## src/rtl/srlu_pkg.sv

```systemverilog
// Constants for the set-reset latch unit: register map, field positions,
// reset values and divider figures.
// Assumes an 8-bit register port with one register per address.
package srlu_pkg;

	localparam int SRLU_ADDR_W = 2;
	localparam int SRLU_DATA_W = 8;

	// Register offsets
	localparam logic [1:0] SRLU_OFS_CTRL = 2'h0;
	localparam logic [1:0] SRLU_OFS_SRC = 2'h1;
	localparam logic [1:0] SRLU_OFS_STAT = 2'h2;

	// Control register fields
	localparam int SRLU_CTRL_ENABLE = 7;
	localparam int SRLU_CTRL_DIV_HI = 6;
	localparam int SRLU_CTRL_DIV_LO = 4;
	localparam int SRLU_CTRL_TRUE_OE = 3;
	localparam int SRLU_CTRL_INV_OE = 2;
	localparam int SRLU_CTRL_PSET = 1;
	localparam int SRLU_CTRL_PRST = 0;

	// Source enable register fields
	localparam int SRLU_SRC_SET_PIN = 7;
	localparam int SRLU_SRC_SET_CLK = 6;
	localparam int SRLU_SRC_SET_C2 = 5;
	localparam int SRLU_SRC_SET_C1 = 4;
	localparam int SRLU_SRC_RST_PIN = 3;
	localparam int SRLU_SRC_RST_CLK = 2;
	localparam int SRLU_SRC_RST_C2 = 1;
	localparam int SRLU_SRC_RST_C1 = 0;

	// Status register fields
	localparam int SRLU_STAT_Q = 0;
	localparam int SRLU_STAT_QN = 1;

	localparam logic [7:0] SRLU_CTRL_RESET = 8'h00;
	localparam logic [7:0] SRLU_SRC_RESET = 8'h00;

	// Divider: code 0 divides by 4, each step doubles, up to 512
	localparam int SRLU_DIV_SEL_W = 3;
	localparam int SRLU_DIV_BASE_LOG2 = 2;
	localparam int SRLU_DIV_CNT_W = 9;

	// Number of synchronised asynchronous inputs: pin, comparator 2, comparator 1
	localparam int SRLU_NUM_ASYNC = 3;
	localparam int SRLU_IDX_PIN = 2;
	localparam int SRLU_IDX_C2 = 1;
	localparam int SRLU_IDX_C1 = 0;

endpackage

```

## src/rtl/srlu_top.sv

```systemverilog
// Set-reset latch unit: register port, input selection, divided clock
// source, firmware pulses, the latch and its two pin routes.
// Assumes comparator and interrupt inputs are asynchronous to core_clk and
// that pin direction is handled by the port logic outside this block.
`timescale 1ns/10ps

// Overview of operation
// - Stored state holds indefinitely; only set and reset inputs change it.
// - Every set and reset input is active when high.
// - Comparators, interrupt pin or divided clock may set or reset the latch.
// - Writing pulse-set bit sets latch; writing pulse-reset bit resets it.
// - Simultaneous set and reset leaves the latch reset.
// - Pulse bits clear themselves; one write completes the action.
// - True and inverted outputs each route to own pin by own enable.
// - No reset initialises the stored latch state.
// - Three-bit field divides peripheral clock by 4 up to 512.
// - Latch enable bit turns module on when one; resets to zero.
// - Per-source enables gate each source onto set and reset separately.
// - Enabled clock source pulses set or reset at divided clock rate.
module srlu_top (
	// Clock and reset
	input wire logic core_clk,
	input wire logic reset,
	// Register port
	input wire logic [srlu_pkg::SRLU_ADDR_W-1:0] regAddr,
	input wire logic [srlu_pkg::SRLU_DATA_W-1:0] regWdata,
	input wire logic regWrite,
	input wire logic regRead,
	output logic [srlu_pkg::SRLU_DATA_W-1:0] regRdata,
	// Latch sources
	input wire logic comparator1Output,
	input wire logic comparator2Output,
	input wire logic externalInterruptPin,
	// Pin routes
	output logic trueOutPin,
	output logic trueOutPinOe,
	output logic invertedOutPin,
	output logic invertedOutPinOe
);
	import srlu_pkg::*;

	// ----------------------------------------------------------------
	// Registers
	// ----------------------------------------------------------------
	logic [7:0] latchControlReg;
	logic [7:0] next_latchControlReg;
	logic [7:0] sourceEnableReg;
	logic [7:0] next_sourceEnableReg;
	logic pulseSet;
	logic next_pulseSet;
	logic pulseReset;
	logic next_pulseReset;
	logic [7:0] next_regRdata;
	logic latchModuleEnable;
	logic [SRLU_DIV_SEL_W-1:0] latchClockDivider;
	logic ctrlWrite;

	assign latchModuleEnable = latchControlReg[SRLU_CTRL_ENABLE];
	assign latchClockDivider = latchControlReg[SRLU_CTRL_DIV_HI:SRLU_CTRL_DIV_LO];
	assign ctrlWrite = regWrite && (regAddr == SRLU_OFS_CTRL);

	// Latch state, declared here for the status read
	logic latchQ;
	logic next_latchQ;

	always_comb begin
		next_latchControlReg = latchControlReg;
		next_sourceEnableReg = sourceEnableReg;
		if (ctrlWrite) begin
			// Pulse bits are never stored, so they read back zero
			next_latchControlReg = regWdata;
			next_latchControlReg[SRLU_CTRL_PSET] = 1'b0;
			next_latchControlReg[SRLU_CTRL_PRST] = 1'b0;
		end
		if (regWrite && (regAddr == SRLU_OFS_SRC)) begin
			next_sourceEnableReg = regWdata;
		end
		next_pulseSet = ctrlWrite && regWdata[SRLU_CTRL_PSET];
		next_pulseReset = ctrlWrite && regWdata[SRLU_CTRL_PRST];
		next_regRdata = 8'h00;
		if (regRead) begin
			case (regAddr)
				SRLU_OFS_CTRL: begin
					next_regRdata = latchControlReg;
				end
				SRLU_OFS_SRC: begin
					next_regRdata = sourceEnableReg;
				end
				SRLU_OFS_STAT: begin
					next_regRdata[SRLU_STAT_Q] = latchQ;
					next_regRdata[SRLU_STAT_QN] = ~latchQ;
				end
				default: begin
					next_regRdata = 8'h00;
				end
			endcase
		end
	end

	always_ff @(posedge core_clk or posedge reset) begin
		if (reset) begin
			latchControlReg <= SRLU_CTRL_RESET;
			sourceEnableReg <= SRLU_SRC_RESET;
			pulseSet <= 1'b0;
			pulseReset <= 1'b0;
			regRdata <= 8'h00;
		end else begin
			latchControlReg <= next_latchControlReg;
			sourceEnableReg <= next_sourceEnableReg;
			pulseSet <= next_pulseSet;
			pulseReset <= next_pulseReset;
			regRdata <= next_regRdata;
		end
	end

	// ----------------------------------------------------------------
	// Input synchronisers
	// ----------------------------------------------------------------
	logic [SRLU_NUM_ASYNC-1:0] asyncIn;
	logic [SRLU_NUM_ASYNC-1:0] syncMeta;
	logic [SRLU_NUM_ASYNC-1:0] syncIn;

	assign asyncIn[SRLU_IDX_PIN] = externalInterruptPin;
	assign asyncIn[SRLU_IDX_C2] = comparator2Output;
	assign asyncIn[SRLU_IDX_C1] = comparator1Output;

	genvar gi;
	generate
		for (gi = 0; gi < SRLU_NUM_ASYNC; gi++) begin : g_sync
			always_ff @(posedge core_clk or posedge reset) begin
				if (reset) begin
					syncMeta[gi] <= 1'b0;
					syncIn[gi] <= 1'b0;
				end else begin
					syncMeta[gi] <= asyncIn[gi];
					syncIn[gi] <= syncMeta[gi];
				end
			end
		end
	endgenerate

	// ----------------------------------------------------------------
	// Divided latch clock
	// ----------------------------------------------------------------
	logic latchClockTick;

	// Changing the divider while running can shorten one period
	srlu_clk_div #(
		.CNT_W(SRLU_DIV_CNT_W)
	) u_clk_div (
		.core_clk(core_clk),
		.reset(reset),
		.run(latchModuleEnable),
		.divSel(latchClockDivider),
		.tick(latchClockTick)
	);

	// ----------------------------------------------------------------
	// Set and reset inputs
	// ----------------------------------------------------------------
	logic setInput;
	logic resetInput;

	always_comb begin
		setInput = (sourceEnableReg[SRLU_SRC_SET_PIN] && syncIn[SRLU_IDX_PIN])
			|| (sourceEnableReg[SRLU_SRC_SET_CLK] && latchClockTick)
			|| (sourceEnableReg[SRLU_SRC_SET_C2] && syncIn[SRLU_IDX_C2])
			|| (sourceEnableReg[SRLU_SRC_SET_C1] && syncIn[SRLU_IDX_C1])
			|| pulseSet;
		resetInput = (sourceEnableReg[SRLU_SRC_RST_PIN] && syncIn[SRLU_IDX_PIN])
			|| (sourceEnableReg[SRLU_SRC_RST_CLK] && latchClockTick)
			|| (sourceEnableReg[SRLU_SRC_RST_C2] && syncIn[SRLU_IDX_C2])
			|| (sourceEnableReg[SRLU_SRC_RST_C1] && syncIn[SRLU_IDX_C1])
			|| pulseReset;
		// A disabled module ignores every source
		setInput = setInput && latchModuleEnable;
		resetInput = resetInput && latchModuleEnable;
	end

	// ----------------------------------------------------------------
	// Latch
	// ----------------------------------------------------------------
	always_comb begin
		next_latchQ = latchQ;
		if (resetInput == 1'b1) begin
			next_latchQ = 1'b0;
		end else if (setInput == 1'b1) begin
			next_latchQ = 1'b1;
		end
	end

	// Deliberately no reset: state is unknown until firmware sets it
	always_ff @(posedge core_clk) begin
		latchQ <= next_latchQ;
	end

	// ----------------------------------------------------------------
	// Pin routes
	// ----------------------------------------------------------------
	logic next_trueOutPin;
	logic next_trueOutPinOe;
	logic next_invertedOutPin;
	logic next_invertedOutPinOe;

	always_comb begin
		next_trueOutPinOe = latchModuleEnable && latchControlReg[SRLU_CTRL_TRUE_OE];
		next_invertedOutPinOe = latchModuleEnable && latchControlReg[SRLU_CTRL_INV_OE];
		// Gated so an uninitialised latch never reaches a disabled pin
		next_trueOutPin = next_trueOutPinOe && latchQ;
		next_invertedOutPin = next_invertedOutPinOe && !latchQ;
	end

	always_ff @(posedge core_clk or posedge reset) begin
		if (reset) begin
			trueOutPin <= 1'b0;
			trueOutPinOe <= 1'b0;
			invertedOutPin <= 1'b0;
			invertedOutPinOe <= 1'b0;
		end else begin
			trueOutPin <= next_trueOutPin;
			trueOutPinOe <= next_trueOutPinOe;
			invertedOutPin <= next_invertedOutPin;
			invertedOutPinOe <= next_invertedOutPinOe;
		end
	end

endmodule

```

## src/rtl/srlu_clk_div.sv

```systemverilog
// Divided latch clock: a one-cycle tick every 4 << divSel core cycles.
// Assumes core_clk is the peripheral cycle clock.
`timescale 1ns/10ps
module srlu_clk_div #(
	parameter int CNT_W = srlu_pkg::SRLU_DIV_CNT_W
) (
	// Clock and reset
	input wire logic core_clk,
	input wire logic reset,
	// Control
	input wire logic run,
	input wire logic [srlu_pkg::SRLU_DIV_SEL_W-1:0] divSel,
	// Tick
	output logic tick
);
	import srlu_pkg::*;

	generate
		if (CNT_W < SRLU_DIV_CNT_W) begin : g_chk
			$error("srlu_clk_div: CNT_W too small for divide by 512");
		end
	endgenerate

	logic [CNT_W-1:0] count;
	logic [CNT_W-1:0] next_count;
	logic [CNT_W-1:0] limit;
	logic next_tick;

	always_comb begin
		limit = CNT_W'((CNT_W'(1) << (CNT_W'(divSel) + CNT_W'(SRLU_DIV_BASE_LOG2))) - CNT_W'(1));
		next_tick = 1'b0;
		if (!run) begin
			next_count = '0;
		end else if (count >= limit) begin
			// Also catches a divider code lowered mid-period
			next_count = '0;
			next_tick = 1'b1;
		end else begin
			next_count = CNT_W'(count + CNT_W'(1));
		end
	end

	always_ff @(posedge core_clk or posedge reset) begin
		if (reset) begin
			count <= '0;
			tick <= 1'b0;
		end else begin
			count <= next_count;
			tick <= next_tick;
		end
	end

endmodule

```

## config.mk

```make
export PLATFORM = sky130hd
export DESIGN_NAME = srlu_top
export DESIGN_NICKNAME = d
export VERILOG_FILES = /design/src/rtl/srlu_pkg.sv /design/src/rtl/srlu_top.sv /design/src/rtl/srlu_clk_div.sv
export SDC_FILE = /design/constraint.sdc
export NUM_CORES = 1
export LEC_CHECK = 0
export BUFFER_PORTS_ARGS = -buffer_cell sky130_fd_sc_hd__buf_4
export CAP_MARGIN = 5
export CORE_MARGIN = 2
export CORE_UTILIZATION = 51
export DETAILED_ROUTE_END_ITERATION = 12
export GPL_TIMING_DRIVEN = 0
export PLACE_DENSITY = 0.77
export SLEW_MARGIN = 20
export SYNTH_ARGS = -nofsm -noshare
export SYNTH_HDL_FRONTEND = slang
export SYNTH_SLANG_ARGS = --single-unit
```

## constraint.sdc

```tcl
create_clock -name core_clk -period 4 [get_ports core_clk]
set_input_delay 0.2 -clock core_clk [delete_from_list [all_inputs] [get_ports core_clk]]
set_output_delay 0.2 -clock core_clk [all_outputs]
set_load 0.02 [all_outputs]
```

==> impl_metrics.yaml, run 1 <==
drt:
  viasPerCell: 5.322
  num_vias: 1453
  first_iter_violations: 127
  dr.pass1.iters: 4
  post-route-drc-count: 0
  wl_um: 3850
  avgRoutedWirePerCell_um: 14.10
  ant_nets: 0
worst_hold_path:
  hold-path-cell-count: 2
  min-delay-start: "regWdata[2]"
  hold_end: "latchControlReg[2]$_DFFE_PP0P_"
  hold_class: "primary input to flop"
sta:
  fin_skew_ns: 0.009908
  maxSlewViolCount: 0
  min_period_ns: 3.269
  max_freq_ghz: 0.3060
  rsz0062_at_grt: "false"
  final.period_utilization: 0.8171
  slew-limit-headroom: 0.7299
  hold_violations: 0
  setup-violations-final: 0
  tightest_slew_ns: 0.3999
  finalWorstSetupSlack_ns: 0.7315
  setup_tns_ns: 0
final_layout:
  nets: 254
  multi_input_area_um2: 928.4
  final.fill_count: 317
  synthToLayoutAreaGrowth_pct: 19.68
  mostFrequentLayoutCells: "dfrtp_1, buf_4, mux2_2"
  final_common_cell: "dfrtp_1"
  fin_area_um2: 2534
  antennaDiodeCount: 0
  regArea_um2: 1121
  layout-drive-gt1-share: 0.2780
global_routing:
  grt_max_degree: 27
  grtUsageTotal: 0.1942
  overflow: 0
  grt_pass1_wl_um: 6506
  antenna_found_initial: 0
  grt_pass1_vias: 1459
die:
  initial_core_util: 0.5292
  die_y_um: 68.43
  rows: 23
  pin_count: 29
  core_um2: 4000
  dieArea_um2: 4683
  die_w_um: 68.43
worst_setup_path:
  cp_slowest_stage_delay_ns: 0.43
  critPathKind: "flop to flop"
  crit_required_ns: 4.18
  endpoint_kind: "flop"
  cp.arrival_ns: 3.45
  r2r_cells: 13
  rr_startpoint: "latchControlReg[6]$_DFFE_PP0P_"
  r2r_end: "u_clk_div.count[6]$_DFF_PP0_"
  path_cells: "ha_1 -> nor2_1 -> nand3b_1 -> ha_1 -> buf_2 -> nor3_1 -> a21oi_1 -> o31a_1 -> ha_1 -> nand4_1 -> or3_4 -> o211ai_4 -> nor2_1"
  cp_slowest_cell: "dfrtp_1"
  startpoint_type: "flop"
  timing.critical_path.mode_cell: "ha_1"
  startpoint: "latchControlReg[6]$_DFFE_PP0P_"
  cp_max_fo: 9
  reg2reg_slack_ns: 0.73
placed_design:
  dp_hpwl_um: 2809
  place_congestion: 0.7790
  post-place-ws_ns: 0.7642
  post_dp_cell_area_um2: 2410
  portBuffers: 28
power_and_ir_drop:
  ir_worst_vdd_uv: 251.5
  p_leak_nw: 1.209
  powerDensity_nw_per_um2: 449.1
logic_synthesis:
  ys_seq_elements: 45
  yosys.area_share.adder: 0.08865
  synth_top_family_by_area: "simple AND/OR/NAND/NOR gates"
  ys_seq_area_frac: 0.5296
  synth_compound_area_frac: 0.1028
  netlist_instances: 182
  synth_xor_area_frac: 0.03310
  synth-edff-count: 0
  synth_cell_type_count: 35
  synthMuxAreaShare: 0.08511
  syn_avg_cell_area_um2: 11.63
  yosysWarnings: 0
  async_reset_ff_frac: 0.9778
  synth-simple-area-share: 0.1288
  syn_area_um2: 2117
  synthesis.nets: 214
  synthFlopType: "dfrtp_1"
clock_tree:
  path_clk_slew_ns: 0.08
  h-tree-depth: 2
  post-cts-setup-buffers: 0
  numCtsBuffers: 5
  cts_buffer_depth: 2
  tritoncts: "built"
  clock-root-buffer: "clkbuf_8"
  clk_latency_ns: 0.31
  clock-sinks: 45
job:
  drv_cap: 0
outcome:
  status: "finished, final reports clean"
## per-layer routing
layer / GRT usage / part of all wire / vias to the layer above
li1: - / - / 719
met1: 0.2303 / 0.41 / 693
met2: 0.3185 / 0.52 / 32
met3: 0.04112 / 0.039 / 9
met4: 0.1225 / 0.031 / 0
met5: 0 / 0 / -
## cell families after synthesis
group           Yosys count
compound gates           29
xor+xnor                  8
flops                    45
fa+ha+maj                15
simple gates             53
buf+inv                  16
mux                      16
## metrics by stage
step | hold slack (ns) | power (mW) | utilization | std cells
after floorplan | 0.2314 | 0.7793 | - | 182
after global placement | 0.3090 | 0.8589 | 0.5974 | 260
after detailed placement | 0.2229 | 0.8704 | 0.6024 | 261
after global routing | 0.1278 | 1.216 | 0.6334 | 273
after CTS | 0.1276 | 1.151 | 0.6334 | 273
final | 0.1331 | 1.138 | 0.6334 | 273
## synth_stat cells, drive strengths merged, types with 3 or more instances
library cell / instances / area, um2
buf: 5 / 25.02
nand2: 8 / 30.03
xnor2: 5 / 43.79
a21oi: 8 / 40.04
inv: 10 / 37.54
and3: 4 / 25.02
and2: 3 / 18.77
nor2: 17 / 68.81
nor2b: 7 / 43.79
mux2: 16 / 180.2
dfrtp: 44 / 1101
xor2: 3 / 26.28
nand3: 5 / 25.02
ha: 15 / 187.7
a22oi: 9 / 67.56
## layout make-up
| cell class | instances | share of cell area |
|---|---|---|
| clock buffer | 7 | 0.03012 |
| sequential | 45 | 0.4425 |
| timing repair buffer | 33 | 0.1067 |
| tap | 50 | 0.02469 |
| clock inverter | 1 | 0.002963 |
| inverter | 10 | 0.01481 |
| buffer | 6 | 0.01185 |
| multi-input combinational | 121 | 0.3664 |
## registers in the layout (all words and copies together) (netlist names)
register and count:
invertedOutPin 1, invertedOutPinOe 1, latchControlReg 6, latchQ 1
pulseReset 1, pulseSet 1, regRdata 8, sourceEnableReg 8
syncIn 3, syncMeta 3, trueOutPin 1, trueOutPinOe 1
u_clk_div.count 9, u_clk_div.tick 1
## critical path, delay by kind of cell, from the launching register on
kind            cells  cell delay, ns
simple gates        6            1.23
fa+ha+maj           3            0.83
compound gates      3            0.47
buf+inv             1            0.16
flops               1            0.43
## power by group
part	total (mW)	switching, mW	internal (mW)
clock network	0.273	0.150	0.124
registers	0.550	0.0393	0.511
logic	0.315	0.166	0.149
## worst max-delay path by stage
stage	depth (start not counted)	endpoint	slack, ns
2_1_floorplan	13	u_clk_div.count[2]$_DFF_PP0_	1.08
3_3_place_gp	13	u_clk_div.count[6]$_DFF_PP0_	0.83
3_5_place_dp	13	u_clk_div.count[3]$_DFF_PP0_	0.76
4_1_cts	13	u_clk_div.count[3]$_DFF_PP0_	0.74
5_1_grt	13	u_clk_div.count[6]$_DFF_PP0_	0.43
6_report	13	u_clk_div.count[6]$_DFF_PP0_	0.73
## repair_timing
action | in CTS | in global routing
resized for setup | 0 | 0
hold buffers | 4 | 0
hold endpoints to repair | 21 | 0
No activity file was read; power rests on OpenSTA's default activity.
==> run 2: changes to the inputs <==
--- a/config.mk
+++ b/config.mk
@@ -11,7 +11,7 @@
 export CORE_UTILIZATION = 51
 export DETAILED_ROUTE_END_ITERATION = 12
 export GPL_TIMING_DRIVEN = 0
-export PLACE_DENSITY = 0.77
+export PLACE_DENSITY = 0.8
 export SLEW_MARGIN = 20
 export SYNTH_ARGS = -nofsm -noshare
 export SYNTH_HDL_FRONTEND = slang
==> constraint.sdc (replaced) <==
create_clock -name core_clk -period 2.66 [get_ports core_clk]
set_input_delay 0.133 -clock core_clk [delete_from_list [all_inputs] [get_ports core_clk]]
set_output_delay 0.133 -clock core_clk [all_outputs]
set_load 0.02 [all_outputs]
==> run 2 against run 1 <==
The flow now finishes with violations (negative setup slack). Worst hold slack worse by 0.064 ns. Combinational power is 95% higher. Sequential cell count stayed put. Via count is 4.6% higher. Worst setup slack worse by 0.79 ns. Cell area is 7.5% higher. First-iteration DRC count is 1.6% higher. Sequential power is 51% higher. Total power is 72% higher. Wire length is 7.8% higher. Clock skew is 0.0050 ns lower. Critical endpoint is now u_clk_div.count[8]$_DFF_PP0_.
==> impl_metrics.yaml, run 2 (synthesized netlist as in run 1, its figures left out) <==
sta:
  fin_skew_ns: 0.004941
  rsz0062_at_grt: "true"
  min_period_ns: 2.714
  tightest_slew_ns: 0.6271
  holdWs_ns: 0.06933
  setup-violations-final: 10
  setup_tns_ns: -0.3040
  final.period_utilization: 1.020
  slew-limit-headroom: 0.5764
  hold_violations: 0
  maxSlewViolCount: 0
  finalWorstSetupSlack_ns: -0.05397
  max_freq_ghz: 0.3685
placed_design:
  portBuffers: 28
  place_congestion: 0.7572
  dp_hpwl_um: 2811
power_and_ir_drop:
  p_sw_frac: 0.3045
  clockPowerShare: 0.262
  p_int_mw: 1.361
  net-switching-power_uw: 595.7
  p_seq_frac: 0.424
  powerDensity_nw_per_um2: 718.3
  p_leak_nw: 1.311
  p_comb_frac: 0.314
  ir_worst_vdd_uv: 368.6
clock_tree:
  h-tree-depth: 2
  clock-root-buffer: "clkbuf_8"
  tritoncts: "built"
  clk_latency_ns: 0.30
  numCtsBuffers: 5
  path_clk_slew_ns: 0.08
  cts_buffer_depth: 2
  clock-sinks: 45
die:
  die_w_um: 68.43
  dieArea_um2: 4683
  initial_core_util: 0.5292
  core_um2: 4000
  rows: 23
  pin_count: 29
  die_y_um: 68.43
drt:
  viasPerCell: 5.390
  post-route-drc-count: 0
  dr.pass1.iters: 4
  avgRoutedWirePerCell_um: 14.71
  ant_nets: 0
  num_vias: 1520
  wl_um: 4149
  first_iter_violations: 129
worst_setup_path:
  crit_required_ns: 2.84
  critPathKind: "flop to flop"
  timing.critical_path.mode_cell: "ha_4"
  endpoint_kind: "flop"
  cp_slowest_cell: "or3_4"
  cp_max_fo: 6
  cp.arrival_ns: 2.90
  startpoint_type: "flop"
  path_cells: "ha_4 -> nor2_4 -> nand3b_1 -> ha_4 -> nor3_4 -> a21oi_2 -> o31a_1 -> ha_4 -> nand4_1 -> or3_4 -> o211ai_4 -> nor2_1"
  cp_slowest_stage_delay_ns: 0.43
final_layout:
  top_register: "u_clk_div.count"
  final_common_cell: "dfrtp_1"
  antennaDiodeCount: 0
  multi_input_area_um2: 1027
  synthToLayoutAreaGrowth_pct: 28.66
  regArea_um2: 1122
  final.fill_count: 289
  mostFrequentLayoutCells: "dfrtp_1, buf_4, mux2_2"
  largest_reg_flops: 9
  nets: 263
  top_regs: "u_clk_div.count: 9 flops, regRdata: 8 flops, sourceEnableReg: 8 flops"
  layout-drive-gt1-share: 0.3534
global_routing:
  grt_max_degree: 37
  overflow: 0
  grt_pass1_wl_um: 6720
  grt_pass1_vias: 1468
  grtUsageTotal: 0.1983
  antenna_found_initial: 0
worst_hold_path:
  hold_class: "primary input to flop"
outcome:
  violations: "negative setup slack"
  status: "complete, but fails checks"
job:
  drv_cap: 0
==> run 2: cell count changes in the layout (fill, tap and decap cells not counted), sizes merged <==
cell	delta
buf	+8
o211ai	+1
clkinv	+1
clkinvlp	-1
bufinv	+1
clkbuf	-1
==> run 2: path summary, 6_finish.rpt <==
| check | endpoint | slack (ns) | from | cells after the start |
|---|---|---|---|---|
| min reg2reg | syncIn[2]$_DFF_PP0_ | 0.36 | syncMeta[2]$_DFF_PP0_ | 0 |
| min | latchControlReg[2]$_DFFE_PP0P_ | 0.07 | regWdata[2] | 2 |
| min in group asynchronous | u_clk_div.count[5]$_DFF_PP0_ | 0.30 | reset | 3 |
| max reg2reg | u_clk_div.count[8]$_DFF_PP0_ | -0.05 | latchControlReg[5]$_DFFE_PP0P_ | 12 |
| max | u_clk_div.count[8]$_DFF_PP0_ | -0.05 | latchControlReg[5]$_DFFE_PP0P_ | 12 |
| max in group asynchronous | latchControlReg[6]$_DFFE_PP0P_ | 1.90 | reset | 4 |
==> run 2: cell type report <==
type / instances / area share
multi-input combinational: 122 / 0.3771
clock inverter: 2 / 0.01424
sequential: 45 / 0.4120
inverter: 10 / 0.01378
timing repair buffer: 42 / 0.1240
tap: 50 / 0.02297
clock buffer: 6 / 0.02664
buffer: 5 / 0.009187
==> run 2: worst max-delay path: cells and delay by family, from the launching register on <==
| kind | cells | cell delay (ns) |
|---|---|---|
| and+or+nand+nor | 6 | 0.99 |
| adders and majority gates | 3 | 0.75 |
| AOI/OAI and AO/OA | 3 | 0.43 |
| DFF | 1 | 0.41 |
==> run 2: power by group through the flow <==
| stage | Clock, mW | Combinational [mW] | Sequential (mW) |
|---|---|---|---|
| floorplan | 0 | 0.353 | 0.851 |
| global placement | 0 | 0.482 | 0.840 |
| detailed placement | 0 | 0.500 | 0.844 |
| CTS | 0.524 | 0.580 | 0.830 |
| global route | 0.549 | 0.687 | 0.840 |
| finish | 0.512 | 0.614 | 0.830 |
==> run 2: what timing repair did <==
item | 4_1_cts | 5_1_grt
hold buffers | 4 | 0
resized for setup | 6 | 4
pin swaps | 10 | 6
hold endpoints to repair | 11 | 0
endpoints found under the setup margin | 10 | 10
setup buffers | 6 | 3
gates cloned | 1 | 0
==> run 2: routing by layer <==
metal | GRT usage | up-vias | share of wire
met4 | 0.08250 | 0 | 0.018
met5 | 0 | - | 0
li1 | - | 739 | -
met1 | 0.2457 | 742 | 0.43
met2 | 0.3353 | 31 | 0.51
met3 | 0.03947 | 8 | 0.037
==> run 2: per-stage QoR <==
step	util	cells	instance area, um2	setup slack, ns	power (mW)
detailed placement	0.6109	261	2444	-0.2562	1.345
floorplan	-	182	2151	-0.009990	1.204
finish	0.6810	282	2724	-0.05397	1.957
global route	0.6810	282	2724	-0.2361	2.076
CTS	0.6700	280	2680	-0.1667	1.934
global placement	0.6059	260	2424	-0.2181	1.323
